<file path="src/adcc_pkg.sv">
// adcc_pkg: constants, pin positions and state codes of the converter control block
// assumes a 100 MHz system clock; the acquisition and conversion counts derive from that rate
package adcc_pkg;

    // result word and buffer
    localparam int RES_W     = 16;              // conversion result width
    localparam int BUF_DEPTH = 2;               // results held between core and port

    // clock and timing
    localparam int CLK_NS    = 10;              // system clock period in ns
    localparam int T_ACQ_NS  = 1800;            // least acquisition time, ns
    localparam int T_CONV_NS = 8000;            // conversion time, ns
    localparam int ACQ_CYC   = (T_ACQ_NS + CLK_NS - 1) / CLK_NS;   // rounded up
    localparam int CONV_CYC  = T_CONV_NS / CLK_NS;                 // whole cycles
    localparam logic [15:0] ACQ_LAST  = 16'(ACQ_CYC - 1);
    localparam logic [15:0] CONV_LAST = 16'(CONV_CYC - 1);

    // internal serial clock: one bit is four quarters of this many cycles
    localparam int SCLK_QTR = 2;
    localparam logic [3:0] QTR_LAST = 4'(SCLK_QTR - 1);
    localparam logic [3:0] BIT_LAST = 4'hF;     // last of sixteen serial bits

    // positions on the shared data pins
    localparam int PIN_SERIAL_RESULT_OUT = 8;               // serial_result_out
    localparam int PIN_SCLK  = 9;               // serial clock in or out
    localparam int PIN_MARK  = 10;              // frame marker / bit 10
    localparam int PIN_RDERR = 11;              // incomplete_read_flag / bit 11
    localparam int PIN_TOP   = 12;              // lowest pin that carries its own result bit in both modes

    // positions in the synchronised input vector
    localparam int SY_RST  = 0;
    localparam int SY_PD   = 1;
    localparam int SY_CNV  = 2;
    localparam int SY_CS   = 3;
    localparam int SY_RD   = 4;
    localparam int SY_SCLK = 5;
    localparam int SY_SER  = 6;
    localparam int SY_EXT  = 7;
    localparam int SY_INV  = 8;
    localparam int SY_RREF = 9;
    localparam int SY_RBUF = 10;
    localparam int SY_W    = 11;
    // idle levels: strobes and convert start high, the rest low
    localparam logic [SY_W-1:0] SYNC_RST = 11'h01C;
    localparam logic [RES_W-1:0] RESULT_RST = 16'h0000;

    // conversion sequencer states
    typedef enum logic [2:0] {
        ST_ACQ   = 3'h1,                        // tracking, acquisition timer runs
        ST_ARMED = 3'h2,                        // acquired, waiting for a start edge
        ST_CONV  = 3'h4                         // holding and converting
    } adcc_state_e;

endpackage

</file>
<file path="src/adcc_stream_if.sv">
// adcc_stream_if: valid/ready word channel between the block's own modules
// assumes both ends share one clock
interface adcc_stream_if #(parameter int W = 16);
    logic         valid;                        // word offered
    logic         ready;                        // word can be taken
    logic [W-1:0] data;                         // the word
    modport prod (output valid, output data, input ready);
    modport cons (input valid, input data, output ready);
endinterface

</file>
<file path="src/adcc_buf.sv">
// adcc_buf: small flip-flop fifo with valid and ready on both sides
// assumes one clock; clr_i empties it in one cycle
module adcc_buf #(
    parameter int W     = 16,
    parameter int DEPTH = 2
) (
    // clock, reset, enable
    input  wire logic      clk_i,
    input  wire logic      arst_n_i,
    input  wire logic      ce_i,
    input  wire logic      clr_i,
    // channels
    adcc_stream_if.cons    in_s,
    adcc_stream_if.prod    out_s
);
    localparam int AW = (DEPTH > 1) ? $clog2(DEPTH) : 1;
    localparam int CW = $clog2(DEPTH + 1);

    logic [W-1:0]  mem_q [DEPTH];               // storage, indexed by pointer
    logic [W-1:0]  mem_d [DEPTH];
    logic [AW-1:0] wp_q, wp_d;                  // write pointer
    logic [AW-1:0] rp_q, rp_d;                  // read pointer
    logic [CW-1:0] n_q, n_d;                    // words held
    logic          push, pop;

    // pointer step with wrap at the depth
    function automatic logic [AW-1:0] nxt(input logic [AW-1:0] p);
        return (p == AW'(DEPTH - 1)) ? '0 : p + 1'b1;
    endfunction

    // honest full and empty
    assign in_s.ready  = (n_q != CW'(DEPTH));
    assign out_s.valid = (n_q != '0);
    assign out_s.data  = mem_q[rp_q];
    assign push        = in_s.valid & in_s.ready;
    assign pop         = out_s.valid & out_s.ready;

    // next pointers, count and storage
    always_comb begin
        mem_d = mem_q;
        wp_d  = wp_q;
        rp_d  = rp_q;
        n_d   = n_q + CW'(push) - CW'(pop);
        if (push) begin
            mem_d[wp_q] = in_s.data;
            wp_d        = nxt(wp_q);
        end
        if (pop) begin
            rp_d = nxt(rp_q);
        end
        if (clr_i) begin
            wp_d = '0;
            rp_d = '0;
            n_d  = '0;
        end
    end

    // registers only
    always_ff @(posedge clk_i or negedge arst_n_i) begin
        if (!arst_n_i) begin
            mem_q <= '{default: '0};
            wp_q  <= '0;
            rp_q  <= '0;
            n_q   <= '0;
        end else if (ce_i) begin
            mem_q <= mem_d;
            wp_q  <= wp_d;
            rp_q  <= rp_d;
            n_q   <= n_d;
        end
    end
endmodule

</file>
<file path="src/adcc_top.sv">
// adcc_top: conversion sequencing and result output pins of a sampling converter
// assumes pins are asynchronous to CLK_SYS_I and the analog core holds
// SAR_RESULT_I steady on the last conversion cycle
module adcc_top #(
    parameter int BUF_DEPTH = adcc_pkg::BUF_DEPTH
) (
    // clock, reset, enable
    input  wire logic                       CLK_SYS_I,
    input  wire logic                       ARST_N_I,
    input  wire logic                       CE_I,
    // converter control pins
    input  wire logic                       RESET_I,
    input  wire logic                       POWER_DOWN_REQ_I,
    input  wire logic                       CONVERT_START_N_I,
    // read strobes
    input  wire logic                       CS_N_I,
    input  wire logic                       RD_N_I,
    // mode straps
    input  wire logic                       SERIAL_PARALLEL_SELECT_I,
    input  wire logic                       CLOCK_SOURCE_SELECT_I,
    input  wire logic                       FRAME_MARKER_INVERT_I,
    // reference control
    input  wire logic                       INTERNAL_REF_OFF_I,
    input  wire logic                       REF_BUFFER_OFF_I,
    // analog core
    input  wire logic [adcc_pkg::RES_W-1:0] SAR_RESULT_I,
    output logic                            HOLD_O,
    output logic                            LOW_POWER_O,
    output logic                            REF_EN_O,
    output logic                            REF_BUF_EN_O,
    // status
    output logic                            BUSY_O,
    // data pins; pin 9 doubles as serial clock input
    input  wire logic                       SCLK_PIN_I,
    output logic [adcc_pkg::RES_W-1:0]      DATA_O,
    output logic [adcc_pkg::RES_W-1:0]      DATA_OE_N_O
);
    import adcc_pkg::*;

    // ---------------- pin synchronisers ----------------
    logic [SY_W-1:0] pin_raw;                   // raw asynchronous inputs
    logic [SY_W-1:0] s1_q, s2_q, s3_q;          // three-stage chain
    logic [SY_W-1:0] f_q, f_d;                  // accepted levels
    logic            cnv_prev_q, sclk_prev_q;   // for edge finding

    assign pin_raw = {REF_BUFFER_OFF_I, INTERNAL_REF_OFF_I, FRAME_MARKER_INVERT_I,
                      CLOCK_SOURCE_SELECT_I, SERIAL_PARALLEL_SELECT_I, SCLK_PIN_I,
                      RD_N_I, CS_N_I, CONVERT_START_N_I, POWER_DOWN_REQ_I, RESET_I};

    // a change counts only once stages two and three agree
    always_comb begin
        f_d = ((s2_q ~^ s3_q) & s3_q) | ((s2_q ^ s3_q) & f_q);
    end

    // chain registers; s1 feeds only s2
    always_ff @(posedge CLK_SYS_I or negedge ARST_N_I) begin
        if (!ARST_N_I) begin
            s1_q        <= SYNC_RST;
            s2_q        <= SYNC_RST;
            s3_q        <= SYNC_RST;
            f_q         <= SYNC_RST;
            cnv_prev_q  <= 1'b1;
            sclk_prev_q <= 1'b0;
        end else if (CE_I) begin
            s1_q        <= pin_raw;
            s2_q        <= s1_q;
            s3_q        <= s2_q;
            f_q         <= f_d;
            cnv_prev_q  <= f_q[SY_CNV];
            sclk_prev_q <= f_q[SY_SCLK];
        end
    end

    // filtered levels by name
    logic rst_f, pd_f, cnv_f, cs_f, rd_f, sclk_f, ser_f, ext_f, inv_f;
    assign rst_f  = f_q[SY_RST];
    assign pd_f   = f_q[SY_PD];
    assign cnv_f  = f_q[SY_CNV];
    assign cs_f   = f_q[SY_CS];
    assign rd_f   = f_q[SY_RD];
    assign sclk_f = f_q[SY_SCLK];
    assign ser_f  = f_q[SY_SER];
    assign ext_f  = f_q[SY_EXT];
    assign inv_f  = f_q[SY_INV];

    // reference enables are the synchronised, filtered off levels, inverted
    assign REF_EN_O     = ~f_q[SY_RREF];
    assign REF_BUF_EN_O = ~f_q[SY_RBUF];

    // ---------------- result buffer ----------------
    adcc_stream_if #(.W(RES_W)) in_if ();
    adcc_stream_if #(.W(RES_W)) out_if ();

    adcc_buf #(.W(RES_W), .DEPTH(BUF_DEPTH)) u_buf (
        .clk_i    (CLK_SYS_I),
        .arst_n_i (ARST_N_I),
        .ce_i     (CE_I),
        .clr_i    (rst_f),
        .in_s     (in_if.cons),
        .out_s    (out_if.prod)
    );

    // ---------------- conversion sequencer ----------------
    adcc_state_e state_q, state_d;              // sequencer state
    logic [15:0] cnt_q, cnt_d;                  // acquisition / conversion timer
    logic        busy_q, busy_d;                // busy pin register
    logic        conv_done;                     // last conversion cycle
    logic        go_ok;                         // start allowed now
    logic        cnv_fall;                      // convert start fell

    assign conv_done = (state_q == ST_CONV) && (cnt_q == CONV_LAST);
    // power-down and a full buffer both hold off the next start;
    // gating at start means a finished result never meets a full buffer
    assign go_ok     = !pd_f && in_if.ready;
    assign cnv_fall  = cnv_prev_q && !cnv_f;

    // result goes to the buffer on the last conversion cycle
    assign in_if.valid = conv_done && !rst_f;
    assign in_if.data  = SAR_RESULT_I;

    // next state and timer
    always_comb begin
        state_d = state_q;
        cnt_d   = cnt_q + 16'h0001;
        if (rst_f) begin
            state_d = ST_ACQ;
            cnt_d   = '0;
        end else begin
            unique case (state_q)
                ST_ACQ: begin
                    if (cnt_q == ACQ_LAST) begin
                        cnt_d = '0;
                        if (!cnv_f && go_ok) begin
                            state_d = ST_CONV;
                        end else begin
                            state_d = ST_ARMED;
                        end
                    end
                end
                ST_ARMED: begin
                    cnt_d = '0;
                    if (cnv_fall && go_ok) begin
                        state_d = ST_CONV;
                    end
                end
                ST_CONV: begin
                    // power-down never cuts a conversion short
                    if (conv_done) begin
                        state_d = ST_ACQ;
                        cnt_d   = '0;
                    end
                end
            endcase
        end
        busy_d = (state_d == ST_CONV);
    end

    // sequencer registers
    always_ff @(posedge CLK_SYS_I or negedge ARST_N_I) begin
        if (!ARST_N_I) begin
            state_q <= ST_ACQ;
            cnt_q   <= '0;
            busy_q  <= 1'b0;
        end else if (CE_I) begin
            state_q <= state_d;
            cnt_q   <= cnt_d;
            busy_q  <= busy_d;
        end
    end

    assign BUSY_O      = busy_q;                // fall marks result ready, except when reset aborts a conversion
    assign HOLD_O      = (state_q == ST_CONV);
    assign LOW_POWER_O = pd_f && (state_q != ST_CONV);

    // ---------------- output port ----------------
    logic [RES_W-1:0] res_q, res_d;             // latched word for parallel reads
    logic [RES_W-1:0] sh_q, sh_d;               // serial shift register
    logic             loaded_q, loaded_d;       // unread word present
    logic             act_q, act_d;             // serial frame in progress
    logic [3:0]       bit_q, bit_d;             // bits already shifted
    logic [3:0]       div_q, div_d;             // quarter-bit divider
    logic [1:0]       ph_q, ph_d;               // quarter within a bit
    logic             sclk_q, sclk_d;           // internal serial clock
    logic             err_q, err_d;             // incomplete read pulse
    logic [RES_W-1:0] dout_q, dout_d;           // pin data register
    logic             en, pop, ext_edge;

    assign en  = !cs_f && !rd_f;
    // only take a new word while no frame is shifting
    assign out_if.ready = !act_q;
    assign pop = out_if.valid && !act_q;
    // external clock edges count only with select low
    assign ext_edge = ser_f && ext_f && !cs_f && sclk_f && !sclk_prev_q;

    // next shift, frame and pin values
    always_comb begin
        res_d    = res_q;
        sh_d     = sh_q;
        loaded_d = loaded_q;
        act_d    = act_q;
        bit_d    = bit_q;
        div_d    = div_q;
        ph_d     = ph_q;
        sclk_d   = sclk_q;
        err_d    = 1'b0;
        if (rst_f) begin
            act_d    = 1'b0;
            loaded_d = 1'b0;
            bit_d    = '0;
            sclk_d   = 1'b0;
        end else if (ser_f && ext_f && act_q && conv_done) begin
            act_d = 1'b0;
            err_d = 1'b1;
            bit_d = '0;
        end else if (pop) begin
            res_d    = out_if.data;
            sh_d     = out_if.data;
            loaded_d = 1'b1;
            bit_d    = '0;
        end else if (ser_f && !ext_f) begin
            if (!act_q) begin
                // start a frame once the strobes are down and no conversion runs
                if (en && loaded_q && !busy_q) begin
                    act_d = 1'b1;
                    div_d = '0;
                    ph_d  = '0;
                end
            end else if (!en) begin
                // strobes lifted: drop the frame, replay from the top later
                act_d  = 1'b0;
                sclk_d = 1'b0;
                bit_d  = '0;
                sh_d   = res_q;
            end else begin
                div_d = div_q + 4'h1;
                if (div_q == QTR_LAST) begin
                    div_d  = '0;
                    ph_d   = ph_q + 2'h1;
                    // high in quarters 1 and 2, data moves only in quarter 3
                    sclk_d = (ph_q == 2'h0) || (ph_q == 2'h1);
                    if (ph_q == 2'h3) begin
                        sh_d  = {sh_q[RES_W-2:0], 1'b0};
                        bit_d = bit_q + 4'h1;
                        if (bit_q == BIT_LAST) begin
                            act_d    = 1'b0;
                            loaded_d = 1'b0;
                        end
                    end
                end
            end
        end else if (ext_edge) begin
            act_d = 1'b1;
            sh_d  = {sh_q[RES_W-2:0], 1'b0};
            bit_d = bit_q + 4'h1;
            if (bit_q == BIT_LAST) begin
                act_d    = 1'b0;
                loaded_d = 1'b0;
            end
        end

        // pin data
        if (!ser_f) begin
            dout_d = res_q;
        end else begin
            dout_d                      = '0;
            dout_d[RES_W-1:PIN_TOP]     = res_q[RES_W-1:PIN_TOP];
            dout_d[PIN_SERIAL_RESULT_OUT]           = sh_q[RES_W-1];
            dout_d[PIN_SCLK]            = sclk_q;
            dout_d[PIN_MARK]            = (!ext_f && act_q) ^ inv_f;
            dout_d[PIN_RDERR]           = err_q;
        end
    end

    // output registers
    always_ff @(posedge CLK_SYS_I or negedge ARST_N_I) begin
        if (!ARST_N_I) begin
            res_q    <= RESULT_RST;
            sh_q     <= RESULT_RST;
            loaded_q <= 1'b0;
            act_q    <= 1'b0;
            bit_q    <= '0;
            div_q    <= '0;
            ph_q     <= '0;
            sclk_q   <= 1'b0;
            err_q    <= 1'b0;
            dout_q   <= '0;
        end else if (CE_I) begin
            res_q    <= res_d;
            sh_q     <= sh_d;
            loaded_q <= loaded_d;
            act_q    <= act_d;
            bit_q    <= bit_d;
            div_q    <= div_d;
            ph_q     <= ph_d;
            sclk_q   <= sclk_d;
            err_q    <= err_d;
            dout_q   <= dout_d;
        end
    end

    // pin enables, low while driving
    always_comb begin
        DATA_OE_N_O = '1;
        if (en) begin
            if (!ser_f) begin
                DATA_OE_N_O = '0;
            end else begin
                DATA_OE_N_O[RES_W-1:PIN_TOP] = '0;
                DATA_OE_N_O[PIN_SERIAL_RESULT_OUT]       = 1'b0;
                DATA_OE_N_O[PIN_SCLK]        = ext_f;
                DATA_OE_N_O[PIN_MARK]        = ext_f;
                DATA_OE_N_O[PIN_RDERR]       = !ext_f;
            end
        end
    end
    assign DATA_O = dout_q;

    // ---------------- checks ----------------
    busy_latch_a: assert property (
        @(posedge CLK_SYS_I) disable iff (!ARST_N_I || !CE_I)
        $fell(busy_q) && !$past(rst_f) |-> $past(in_if.valid && in_if.ready));
    mark_active_a: assert property (
        @(posedge CLK_SYS_I) disable iff (!ARST_N_I || !CE_I)
        ser_f && !ext_f && act_q |=> DATA_O[PIN_MARK] != $past(inv_f));
    mark_idle_a: assert property (
        @(posedge CLK_SYS_I) disable iff (!ARST_N_I || !CE_I)
        ser_f && !act_q |=> DATA_O[PIN_MARK] == $past(inv_f));
    read_error_a: assert property (
        @(posedge CLK_SYS_I) disable iff (!ARST_N_I || !CE_I)
        ser_f && ext_f && act_q && conv_done && !rst_f |=> err_q && !act_q ##1 !err_q);
    strobe_gate_a: assert property (
        @(posedge CLK_SYS_I) disable iff (!ARST_N_I)
        (cs_f || rd_f) |-> (DATA_OE_N_O == '1));
    sclk_gate_a: assert property (
        @(posedge CLK_SYS_I) disable iff (!ARST_N_I || !CE_I)
        ser_f && ext_f && cs_f && act_q && !conv_done && !rst_f |=> $stable(bit_q));
    pd_inhibit_a: assert property (
        @(posedge CLK_SYS_I) disable iff (!ARST_N_I || !CE_I)
        pd_f && state_q != ST_CONV |=> state_q != ST_CONV);
    start_now_a: assert property (
        @(posedge CLK_SYS_I) disable iff (!ARST_N_I || !CE_I)
        state_q == ST_ACQ && cnt_q == ACQ_LAST && !cnv_f && go_ok && !rst_f
        |=> busy_q ##1 HOLD_O);
    start_edge_a: assert property (
        @(posedge CLK_SYS_I) disable iff (!ARST_N_I || !CE_I)
        state_q == ST_ARMED && !rst_f |=> (state_q == ST_CONV) == $past(cnv_fall && go_ok));
    reset_abort_a: assert property (
        @(posedge CLK_SYS_I) disable iff (!ARST_N_I || !CE_I)
        rst_f |=> state_q == ST_ACQ && !busy_q && !act_q);
endmodule

</file>
<file path="config.mk">
export PLATFORM = sky130hd
export DESIGN_NAME = adcc_top
export DESIGN_NICKNAME = d
export VERILOG_FILES = /design/src/adcc_pkg.sv /design/src/adcc_stream_if.sv /design/src/adcc_buf.sv /design/src/adcc_top.sv
export SDC_FILE = /design/constraint.sdc
export NUM_CORES = 1
export LEC_CHECK = 0
export ABC_AREA = 1
export BUFFER_PORTS_ARGS = -buffer_cell sky130_fd_sc_hd__buf_4
export CAP_MARGIN = 20
export CORE_MARGIN = 2
export CORE_UTILIZATION = 55
export CTS_CLUSTER_SIZE = 40
export DETAILED_ROUTE_END_ITERATION = 7
export GPL_ROUTABILITY_DRIVEN = 1
export PLACE_DENSITY = 0.74
export REMOVE_ABC_BUFFERS = 1
export SYNTH_ARGS = -nofsm -noshare
export SYNTH_HDL_FRONTEND = slang
export SYNTH_HIERARCHICAL = 1
export SYNTH_SLANG_ARGS = --single-unit
</file>
<file path="constraint.sdc">
create_clock -name CLK_SYS_I -period 3.6 [get_ports CLK_SYS_I]
set_clock_uncertainty 0.05 [all_clocks]
set_input_delay 0.72 -clock CLK_SYS_I [delete_from_list [all_inputs] [get_ports CLK_SYS_I]]
set_output_delay 0.72 -clock CLK_SYS_I [all_outputs]
set_load 0.03 [all_outputs]
</file>
==> results of run 1 <==
-- routing by layer --
metal	global-route usage (%)	share of wire (%)
met5	0	0
met4	8.34	1.5
met3	3.81	3.9
met2	35.1	45
met1	34.5	49
-- final timing paths --
check	start	to	slack, ns	cells past startpoint
max in group asynchronous	ARST_N_I	f_q[3]	2.46	2
worst min-delay path	ARST_N_I	cnt_q[12]	0.27	1
worst min register to register	s3_q[3]	s3_q[3]	0.42	2
worst max-delay path	cnt_q[0]	u_buf/n_q[0]	0.92	13
worst max register to register	cnt_q[0]	u_buf/n_q[0]	0.92	13
min in group CLK_SYS_I	s3_q[3]	s3_q[3]	0.42	2
-- cell usage in the layout, fill, tap and decap left out, types with 5 or more instances in the layout --
cell	count
dfstp_2	14
nand2_1	400
xor2_1	8
nor3_1	6
inv_1	49
inv_2	7
a21oi_1	10
ha_1	20
nand3_1	68
clkbuf_16	17
nand4_1	40
nand2_2	5
mux2_2	15
nor2_1	56
o21ai_0	51
dfrtp_1	150
o21ai_2	16
buf_4	72
o22ai_1	10
-- sequential cells by signal, summed over array words and instances (netlist names), 3 cells and up --
signal and flops:
state_q 3, s3_q 11, cnt_q 16, s1_q 11, sh_q 16, bit_q 4, s2_q 11, DATA_O 16
div_q 4, res_q 16, u_buf/mem_q 32, f_q 11
-- worst max-delay path: cells and delay by family (launching register included) --
kind            cells  cell delay, ns
simple gates        5            0.93
flops               1            0.39
compound gates      2            0.19
buf+inv             3            0.17
fa+ha+maj           3            0.81
-- cells in the mapped netlist (3+ instances only) --
cell and instances:
xnor2_1 3, dfstp_2 14, clkbuf_1 16, ha_1 20, inv_1 50, nand2_2 5, nor3_1 6, a21oi_1 10
o21ai_0 51, buf_1 7, o21ai_2 16, inv_2 6, o211ai_1 4, nand4_1 40, xor2_1 8, o22ai_1 10
buf_6 9, buf_4 14, nand2_1 400, nand3_1 68, buf_2 12, mux2_2 15, dfrtp_1 150, nor2_1 56
-- logic make-up after synthesis --
| group | share of synthesized area [%] |
|---|---|
| buffers and inverters | 6.82 |
| AO/OA/AOI/OAI | 7.20 |
| flip-flops | 49.3 |
| AND/OR/NAND/NOR | 30.3 |
| adder cells (fa/ha/maj) | 2.99 |
| XOR/XNOR | 1.15 |
| multiplexers | 2.27 |
-- power by group through the flow --
stage	combinational, W	clock [W]	sequential [W]
finish	0.00169	0.00189	0.00236
global route	0.00191	0.00200	0.00240
CTS	0.00169	0.00193	0.00236
detailed placement	0.00168	0	0.00238
global placement	0.00165	0	0.00238
floorplan	0.00120	0	0.00233
-- metrics by stage --
| step | utilization, % | setup slack, ns | cells |
|---|---|---|---|
| final | 62.8 | 0.916 | 1253 |
| after global routing | 62.8 | 0.701 | 1253 |
| after CTS | 62.8 | 0.914 | 1253 |
| after detailed placement | 58.7 | 0.956 | 1221 |
| after global placement | 58.7 | 1.02 | 1221 |
| after floorplan | - | 0.675 | 959 |
-- cell type report --
| cell class | instances | area [um2] |
|---|---|---|
| flip-flops and latches | 164 | 4120 |
| multi-input cells | 737 | 3670 |
| fillers | 1300 | 5600 |
| well taps | 188 | 235 |
| clock inverters | 10 | 144 |
| repair buffers | 74 | 572 |
| inverters | 58 | 218 |
| clock buffers | 22 | 474 |
==> summary.txt, run 1 <==
STA
  • Final worst-path cycle share: 74.5%
  • Final setup TNS: 0 ns
  • Max_slew headroom: 49.8%
  • Final min period: 2.68 ns
  • Fmax: 0.373 GHz
  • Slew Viols, Final: 0
  • Setup violations, final: 0
  • Hold_ws: 0.266 ns
  • Final count of hold timing violations: 0
  • Worst-Margin Slew: 0.753 ns
  • RSZ-0062 raised after global routing: no

Floorplanning
  • Initial Util: 55.6%
  • Full die area: 16,200 um2
  • CORE AREA: 15,000 um2
  • Die Height: 127 um
  • Row count: 45
  • Die span in x: 127 um
  • I/O pin count: 67

Pwr
  • P_leak: 4.91 nW
  • Gate power share: 28.4%
  • Pwr Total: 0.00594 W
  • PwrDens: 629 nW/um2
  • Peak supply drop: 0.418 mV
  • Clock network power share: 31.8%
  • Int Power: 0.00382 W
  • P_sw: 0.00212 W
  • Flop pwr share: 39.8%
  • Switch share: 35.7%

CTS
  • Hold-fix buffers, CTS: 0
  • Clk Latency, worst-skew pair: 0.43 ns
  • Clk sinks: 164
  • H-tree depth: 4
  • Clock transition at path regs: 0.06 ns
  • CTS tree: built
  • Post-CTS Setup Repair Bufs: 0
  • Root Buffer: clkbuf_16
  • Clock buffer depth: 2
  • TritonCTS Buffers: 17
  • PostCTS Resize Cnt: 0

Global route
  • Initial antenna violation count: 0
  • First-pass GRT wire length: 30,500 um
  • Gr usage total: 23.4%
  • Vias in the first global route: 6,273
  • GRT overflow: 0
  • Pin count of the biggest net entering global routing: 77

Setup path
  • Setup CP Type: flip-flop to flip-flop
  • Most frequent CP cell: ha_1
  • Required @ worst endpoint: 3.84 ns
  • CP Capture Type: flip-flop
  • Critical path launch point type: flip-flop
  • Critical path peak fanout: 4
  • Slowest cell on crit path: dfrtp_1
  • CP arrival: 2.92 ns
  • Worst path max stage delay: 0.39 ns
  • Critical path cell sequence: ha_1 > nand3_2 > nor2_2 > nand3_1 > nor2_1 > inv_2 > a21oi_4 > inv_1 > ha_1 > inv_1 > ha_1 > nand2_1 > o21ai_0

Synth
  • FFs w/ async S/R, synth: 100%
  • Synthesized instance count: 1,017
  • Cell area after synthesis: 8360 um2
  • Flops & latches, synth: 164
  • Yosys cell types: 44
  • Post-synth EDFFs: 0
  • Main synth FF type: dfrtp_1
  • Yosys top cell area share: 44.9%
  • Syn_area_per_cell: 8.22 um2
  • Top cells by area, synth: dfrtp_1 45%, nand2_1 18%, dfstp_2 4.4%
  • Cell taking the most area after synthesis: dfrtp_1
  • Synth warn: 6
  • Post-synthesis sequential area ratio: 49.3%

Placed design
  • Post-DP HPWL: 11,400 um
  • Placed Area: 8820 um2
  • Gp weighted congestion: 0.873
  • Port bufs: 66

Route
  • Vias: 6,698
  • Post-DR vias/cell: 5.35
  • DR iter-0 viols: 570
  • Detail Route Antenna Nets: 0
  • Remaining DRCs: 0
  • Wire per inst: 14.3 um
  • Final WL: 18,000 um
  • DR pass1 iterations: 5

Flow run
  • Max_cap viols: 0

Layout
  • Diode count: 0
  • Synth-to-Final Area Change: 12.8%
  • Post-route cell area: 9440 um2
  • Final-stage net count: 1,102
  • Layout cell share with drive strength beyond 1: 16.5%

Min path
  • Hold Crit Class: input pin to asynchronous set/reset pin

Run status
  • Status: completed
(Power assumes the default switching activity.)
==> run 2, diff against run 1 <==
Settings changed: ABC_AREA 1 to 0, CORE_UTILIZATION 55 to 54, PLACE_DENSITY 0.74 to 0.76.
Clock period 3.6 ns to 2.3 ns, I/O delays scaled along.
==> run 2 against run 1 <==
  * The run now ends with negative setup slack left
  * First-iteration DRC count shrank 29%
  * Wire length grew 1.3%
  * Total power grew 52%
  * Register-to-register slack lost 0.94 ns
  * Clock power grew 40%
  * Critical endpoint is now u_buf/n_q[1]
  * Largest power group unchanged
==> summary.txt, run 2 <==
Synth
  • Syn_area_per_cell: 11.7 um2 (+42%)
  • Post-synthesis sequential area ratio: 49.7% (+0.40 points)
  • Flops & latches, synth: 164 (unchanged)
  • Top cells by area, synth: dfrtp_1 45%, mux2_2 11%, dfstp_2 4.4%
  • Post-synth EDFFs: 0 (unchanged)
  • Count leader, synth: dfrtp_1
  • Cell area after synthesis: 8300 um2 (-0.81%)
  • Synthesized instance count: 709 (-30%)
  • Yosys cell types: 77 (+75%)
  • Main synth FF type: dfrtp_1
  • Post-synth top cells: 150 x dfrtp_1, 83 x mux2_2, 59 x nand2_1, 44 x o21ai_0, 27 x mux2_1
  • Synth warn: 6 (unchanged)
  • Yosys top cell area share: 45.2% (+0.37 points)
  • FFs w/ async S/R, synth: 100% (unchanged)
  • Cell taking the most area after synthesis: dfrtp_1

Run status
  • Failing checks: negative setup slack
  • Status: complete, but fails checks

Layout
  • Largest register FFs: 32 (unchanged)
  • Layout cell share with drive strength beyond 1: 36.3% (+20 points)
  • Post-Layout Cell Count: 1,011 (-19%)
  • Post-route cell area: 9970 um2 (+5.6%)
  • Diode count: 0 (unchanged)
  • Most flop-heavy register: u_buf/mem_q
  • Commonest cells after routing, fill and taps aside: 150 x dfrtp_1, 123 x buf_4, 83 x mux2_2
  • Most common cell after layout, fill and taps aside: dfrtp_1
  • Synth-to-Final Area Change: 20.2%
  • Fin util: 66.1% (+3.3 points)
  • Final-stage net count: 860 (-22%)

Route
  • DR iter-0 viols: 403 (-29%)
  • Remaining DRCs: 0 (unchanged)
  • Final WL: 18,200 um (+1.3%)
  • Wire per inst: 18.0 um (+25%)
  • Detail Route Antenna Nets: 0 (unchanged)
  • Met3 wire len: 708 um (+1.6%)
  • Post-DR vias/cell: 5.85 (+9.4%)
  • M1 wire length: 7790 um (-12%)
  • Vias: 5,911 (-12%)
  • DR pass1 iterations: 5 (unchanged)
  • DR WL met2: 9330 um (+14%)
  • Max layer used: met4

Global route
  • Vias in the first global route: 6,085 (-3.0%)
  • Gr usage total: 23.3% (-0.097 points)
  • Pin count of the biggest net entering global routing: 52 (-32%)
  • Initial antenna violation count: 0 (unchanged)
  • First-pass GRT wire length: 30,100 um (-1.5%)
  • GRT overflow: 0 (unchanged)

STA
  • Final worst-path cycle share: 101% (+27 points)
  • Max_slew headroom: 67.5% (+18 points)
  • Fmax: 0.430 GHz (+15%)
  • Worst-Margin Slew: 0.486 ns (-0.267 ns)
  • Final min period: 2.32 ns (-0.359 ns)
  • RSZ-0062 raised after global routing: yes
  • Final count of hold timing violations: 0 (unchanged)
  • Final setup margin: -0.0244 ns (-0.941 ns)
  • Setup violations, final: 1 (+1)
  • Slew Viols, Final: 0 (unchanged)

Setup path
  • Critical path launch point type: flip-flop
  • CP arrival: 2.58 ns (-0.34 ns)
  • Required @ worst endpoint: 2.56 ns (-1.28 ns)
  • CP Capture Type: flip-flop
  • Critical path peak fanout: 2 (-2)
  • Slack of the worst reg-to-reg path: -0.02 ns (-0.94 ns)
  • Setup CP Type: flip-flop to flip-flop

Min path
  • Hold Crit Class: input pin to flip-flop

CTS
  • Clk sinks: 164 (unchanged)
  • CTS tree: built
  • Clock transition at path regs: 0.06 ns (about the same)
  • TritonCTS Buffers: 17 (unchanged)
  • Clk Latency, worst-skew pair: 0.42 ns (about the same)
  • Clock buffer depth: 2 (unchanged)
  • H-tree depth: 4 (unchanged)
  • Root Buffer: clkbuf_16

Floorplanning
  • Full die area: 16,400 um2 (+0.99%)
  • Die Height: 128 um (+0.49%)
  • Row count: 45 (unchanged)
  • Die span in x: 128 um (+0.49%)
  • I/O pin count: 67 (unchanged)
  • Initial Util: 55.0% (-0.66 points)
  • CORE AREA: 15,100 um2 (+0.37%)

Flow run
  • Max_cap viols: 0 (unchanged)

Pwr
  • Gate power share: 31.6% (+3.2 points)
  • Int Power: 0.00588 W (+54%)
  • Switch share: 34.9% (-0.79 points)
  • PwrDens: 906 nW/um2 (+44%)
  • P_leak: 4.71 nW (-4.0%)
  • Peak supply drop: 0.659 mV (+58%)
  • Clock network power share: 29.3% (-2.5 points)
  • P_sw: 0.00315 W (+49%)
  • Flop pwr share: 39.1% (-0.7 points)
  • Pwr Total: 0.00903 W (+52%)

Placed design
  • Post-DP HPWL: 12,100 um (+6.0%)
  • Placed Area: 9210 um2 (+4.5%)
  • Port bufs: 66 (unchanged)
  • Post-Place Cells: 968 (-21%)
  • Gp weighted congestion: 0.933 (+6.8%)
[run 2: cell types whose count changed in the layout (fill, tap and decap cells not counted), sizes merged, moves of 9 or more]
cell and delta:
nand2 -347, o21ai -19, buf +56, mux2i +20
nor2 -38, and3 +9, inv -27, nand4 -37
nand2b +9, nand3b +9, nand3 -57, mux2 +104
[run 2: through the flow]
| stage | hold slack (ns) | setup WS (ns) | setup TNS, ns |
|---|---|---|---|
| finish | 0.216 | -0.0244 | -0.0244 |
| global route | 0.195 | -0.126 | -1.52 |
| CTS | 0.202 | 0.00622 | 0 |
| detailed placement | 0.366 | -0.0844 | -0.0844 |
| global placement | 0.363 | 0.0176 | 0 |
| floorplan | 0.114 | -0.483 | -20.67 |
[run 2: worst max-delay path: stages, from the launching register on]
cell	delay, ns
dfrtp_1	0.41
nor4b_4	0.30
and4_1	0.25
and3_4	0.20
nand2_4	0.06
ha_4	0.26
inv_2	0.04
ha_4	0.15
xor2_2	0.14
buf_4	0.14
a22o_1	0.21
[run 2: power by group through the flow]
stage / combinational, W / sequential [W] / clock, W
after detailed placement: 0.00269 / 0.00357 / 0
after global placement: 0.00260 / 0.00354 / 0
final: 0.00285 / 0.00353 / 0.00264
after CTS: 0.00281 / 0.00352 / 0.00268
after global routing: 0.00310 / 0.00357 / 0.00283
after floorplan: 0.00155 / 0.00356 / 0
[run 2: layout make-up]
cell class	instances	area, um2
multi-input combinational	467	3860
tap	188	235
clock inverter	12	96.3
fill	1074	5120
sequential	164	4120
timing repair buffer	132	1090
clock buffer	20	457
inverter	28	105
[run 2: worst paths after layout]
check                                           start             end  cells after the start
min in group asynchronous                    ARST_N_I  u_buf/mem_q[6]                      2
worst max-delay path                        cnt_q[10]    u_buf/n_q[1]                     10
max in group asynchronous                    ARST_N_I         s2_q[9]                      3
worst max register to register              cnt_q[10]    u_buf/n_q[1]                     10
worst min register to register                 f_q[2]          f_q[2]                      2
worst min-delay path            FRAME_MARKER_INVERT_I         s1_q[8]                      2
[run 2: kinds of logic (layout without fill, tap and decap cells)]
kind of cell / after synthesis / count (layout) / synth area share (%)
adders and majority gates: 20 / 20 / 3.02
DFF: 164 / 164 / 49.7
xor gates and xnor gates: 4 / 4 / 0.422
buffers and inverters: 78 / 192 / 4.83
and+or+nand+nor: 179 / 179 / 12.8
muxes: 141 / 141 / 19.3
AOI/OAI and AO/OA: 123 / 123 / 10.0
[run 2: metal layers]
metal / vias up / global-route usage [%]
met1: 2960 / 29.5
li1: 2755 / -
met2: 158 / 39.7
met4: 0 / 8.14
met3: 38 / 4.88
met5: - / 0
[run 2: repair_timing]
action,4_1_cts,5_1_grt
hold buffers,1,0
cloned,0,1
setup buffers,4,5
endpoints found under the setup margin,13,39
gates resized for setup,10,7
pin swaps,8,5
hold endpoints to repair,39,0
==> run 3, diff against run 2 <==
Settings changed: CORE_UTILIZATION 54 to 55, PLACE_DENSITY 0.76 to 0.74.
Clock period 2.3 ns to 2.2 ns, I/O delays scaled along.
==> run 3 against run 2 <==
  * The run ends with design-rule violations, negative setup slack left
  * Cell count rose by 0.20%
  * Worst setup slack worse by 0.014 ns
  * Sequential power grew 3%
  * Clock-buffer cell count is 2 higher
  * Via count up 1.1%
  * First-iteration DRC count is 7.2% lower
  * Critical path type unchanged
  * Critical endpoint unchanged
  * Largest cell class unchanged
==> summary.txt, run 3 (synthesis results as in run 2) <==
CTS
  • Root Buffer: clkbuf_16
  • Clk Latency, worst-skew pair: 0.42 ns (about the same)
  • CTS tree: built
  • Clk sinks: 164 (unchanged)
  • Clock buffer depth: 2 (unchanged)
  • TritonCTS Buffers: 17 (unchanged)
  • Clock transition at path regs: 0.06 ns (about the same)
  • H-tree depth: 4 (unchanged)

Setup path
  • Required @ worst endpoint: 2.45 ns (-0.11 ns)
  • Path depth of the worst reg2reg path: 10 (unchanged)
  • Worst r2r dst: u_buf/n_q[1]
  • Critical path cell sequence: nor4_4 > and4_1 > and3_4 > nand2_4 > ha_4 > inv_2 > ha_4 > xor2_2 > o21ai_1 > a22o_1
  • Critical path peak fanout: 2 (unchanged)
  • Slack of the worst reg-to-reg path: -0.04 ns (about the same)
  • Most frequent CP cell: ha_4
  • Crit path depth: 10 (unchanged)
  • Setup CP Type: flip-flop to flip-flop
  • CP Buf/Inv Count: 1 (-1)
  • Slowest cell on crit path: dfrtp_1
  • Worst Setup SP: cnt_q[13]
  • Critical path launch point type: flip-flop
  • CP Capture Type: flip-flop
  • Worst r2r src: cnt_q[13]
  • Worst path max stage delay: 0.40 ns (about the same)
  • CP arrival: 2.49 ns (-0.09 ns)
  • Worst Setup EP: u_buf/n_q[1]
  • Top delay family on crit path: simple AND/OR/NAND/NOR gates

Placed design
  • Post-DP HPWL: 12,300 um (+1.4%)
  • Port bufs: 66 (unchanged)
  • Gp weighted congestion: 0.875 (-6.2%)
  • Placed Area: 9280 um2 (+0.68%)
  • Pre-CTS setup slack: -0.161 ns (-0.0770 ns)

Layout
  • Most flop-heavy register: u_buf/mem_q
  • Post-route cell area: 10,100 um2 (+1.6%)
  • Diode count: 0 (unchanged)
  • Synth-to-Final Area Change: 22.0%
  • Largest register FFs: 32 (unchanged)
  • Most common cell after layout, fill and taps aside: dfrtp_1
  • Final-stage net count: 868 (+0.93%)
  • Layout cell share with drive strength beyond 1: 37.5% (+1.2 points)
  • Commonest cells after routing, fill and taps aside: 148 x dfrtp_1, 128 x buf_4, 77 x mux2_2

Floorplanning
  • Die span in x: 127 um (-0.88%)
  • CORE AREA: 14,600 um2 (-3.0%)
  • Initial Util: 56.7% (+1.7 points)
  • Die Height: 127 um (-0.88%)
  • Row count: 44 (-2.2%)
  • Full die area: 16,100 um2 (-1.8%)
  • I/O pin count: 67 (unchanged)

Route
  • DR WL met2: 9260 um (-0.79%)
  • Met3 wire len: 909 um (+28%)
  • Post-DR vias/cell: 5.90 (+0.87%)
  • M1 wire length: 7970 um (+2.4%)
  • DR iter-0 viols: 374 (-7.2%)
  • Final WL: 18,500 um (+1.8%)
  • Max layer used: met4
  • Vias: 5,974 (+1.1%)
  • Remaining DRCs: 4 (+4)
  • Detail Route Antenna Nets: 0 (unchanged)
  • DR pass1 iterations: 8 (+3)
  • Wire per inst: 18.3 um (+1.6%)

STA
  • Final min period: 2.24 ns (-0.0856 ns)
  • Setup violations, final: 17 (+16)
  • Final setup margin: -0.0388 ns (-0.0144 ns)
  • Final worst-path cycle share: 102% (+0.70 points)
  • RSZ-0062 raised after global routing: yes
  • Fmax: 0.447 GHz (+3.8%)
  • Final count of hold timing violations: 0 (unchanged)
  • Worst-Margin Slew: 0.669 ns (+0.183 ns)
  • Hold_ws: 0.193 ns (-0.0231 ns)
  • Max_slew headroom: 55.4% (-12 points)
  • Slew Viols, Final: 0 (unchanged)

Global route
  • Pin count of the biggest net entering global routing: 60 (+15%)
  • GRT overflow: 0 (unchanged)
  • Initial antenna violation count: 0 (unchanged)
  • First-pass GRT wire length: 30,500 um (+1.4%)
  • Gr usage total: 23.8% (+0.50 points)
  • Vias in the first global route: 6,134 (+0.81%)

Pwr
  • Peak supply drop: 0.566 mV (-14%)
  • PwrDens: 950 nW/um2 (+4.8%)
  • P_leak: 4.76 nW (+1.1%)
  • Pwr Total: 0.00962 W (+6.5%)

Run status
  • Status: complete, but fails checks
  • Failing checks: design-rule violations, negative setup slack

Min path
  • Count of cells along the worst hold path: 2 (unchanged)
  • Hold Crit Class: input pin to flip-flop

Flow run
  • Max_cap viols: 0 (unchanged)
[run 3: worst reg2reg max path, cell delays in order, from the launching register on]
cell	delay, ns
dfrtp_1	0.40
nor4_4	0.30
and4_1	0.26
and3_4	0.21
nand2_4	0.06
ha_4	0.26
inv_2	0.04
ha_4	0.15
xor2_2	0.14
o21ai_1	0.07
a22o_1	0.19
[run 3: cell type report]
cell class	count	area, um2
Fill cell	1064	4520
Tap cell	184	230
Inverter	28	105
Multi-Input combinational cell	467	3940
Clock buffer	22	464
Sequential cell	164	4120
Timing Repair Buffer	140	1160
Clock inverter	8	103
[run 3: stage by stage]
| step | instances | setup TNS [ns] | util, % |
|---|---|---|---|
| global route | 1013 | -1.77 | 69.1 |
| floorplan | 659 | -27.95 | - |
| detailed placement | 973 | -1.37 | 63.3 |
| CTS | 1005 | -0.529 | 68.0 |
| global placement | 973 | -0.178 | 63.3 |
| finish | 1013 | -0.305 | 69.1 |
[run 3: per-layer routing]
metal  global-route usage, %  up-vias
met4                    7.76        0
met3                    5.27       45
li1                        -     2774
met1                    30.7     2987
met5                       0        -
met2                    40.0      168
[run 3: how the worst min path moves through the flow]
stage	to	startpoint	slack [ns]
floorplan	BUSY_O	ARST_N_I	0.09
global placement	u_buf/mem_q[6]	ARST_N_I	0.31
detailed placement	u_buf/mem_q[23]	ARST_N_I	0.31
CTS	s1_q[6]	SERIAL_PARALLEL_SELECT_I	0.18
global route	s1_q[1]	POWER_DOWN_REQ_I	0.18
finish	s1_q[6]	SERIAL_PARALLEL_SELECT_I	0.19
[run 3: power by group]
part | leakage [nW] | total [W] | internal [W] | switching, W
combinational | 2.36 | 0.00309 | 0.00129 | 0.00179
clock | 0.272 | 0.00288 | 0.00172 | 0.00116
sequential | 2.14 | 0.00365 | 0.00338 | 0.000275
total | 4.76 | 0.00962 | 0.00639 | 0.00322
[run 3: what timing repair did]
| action | CTS | global route |
|---|---|---|
| pin swaps | 6 | 13 |
| setup buffers | 1 | 10 |
| hold buffers | 1 | 0 |
| resized for setup | 20 | 17 |
| hold endpoints to repair | 33 | 0 |
| gates cloned | 0 | 0 |
| endpoints found under the setup margin | 44 | 72 |
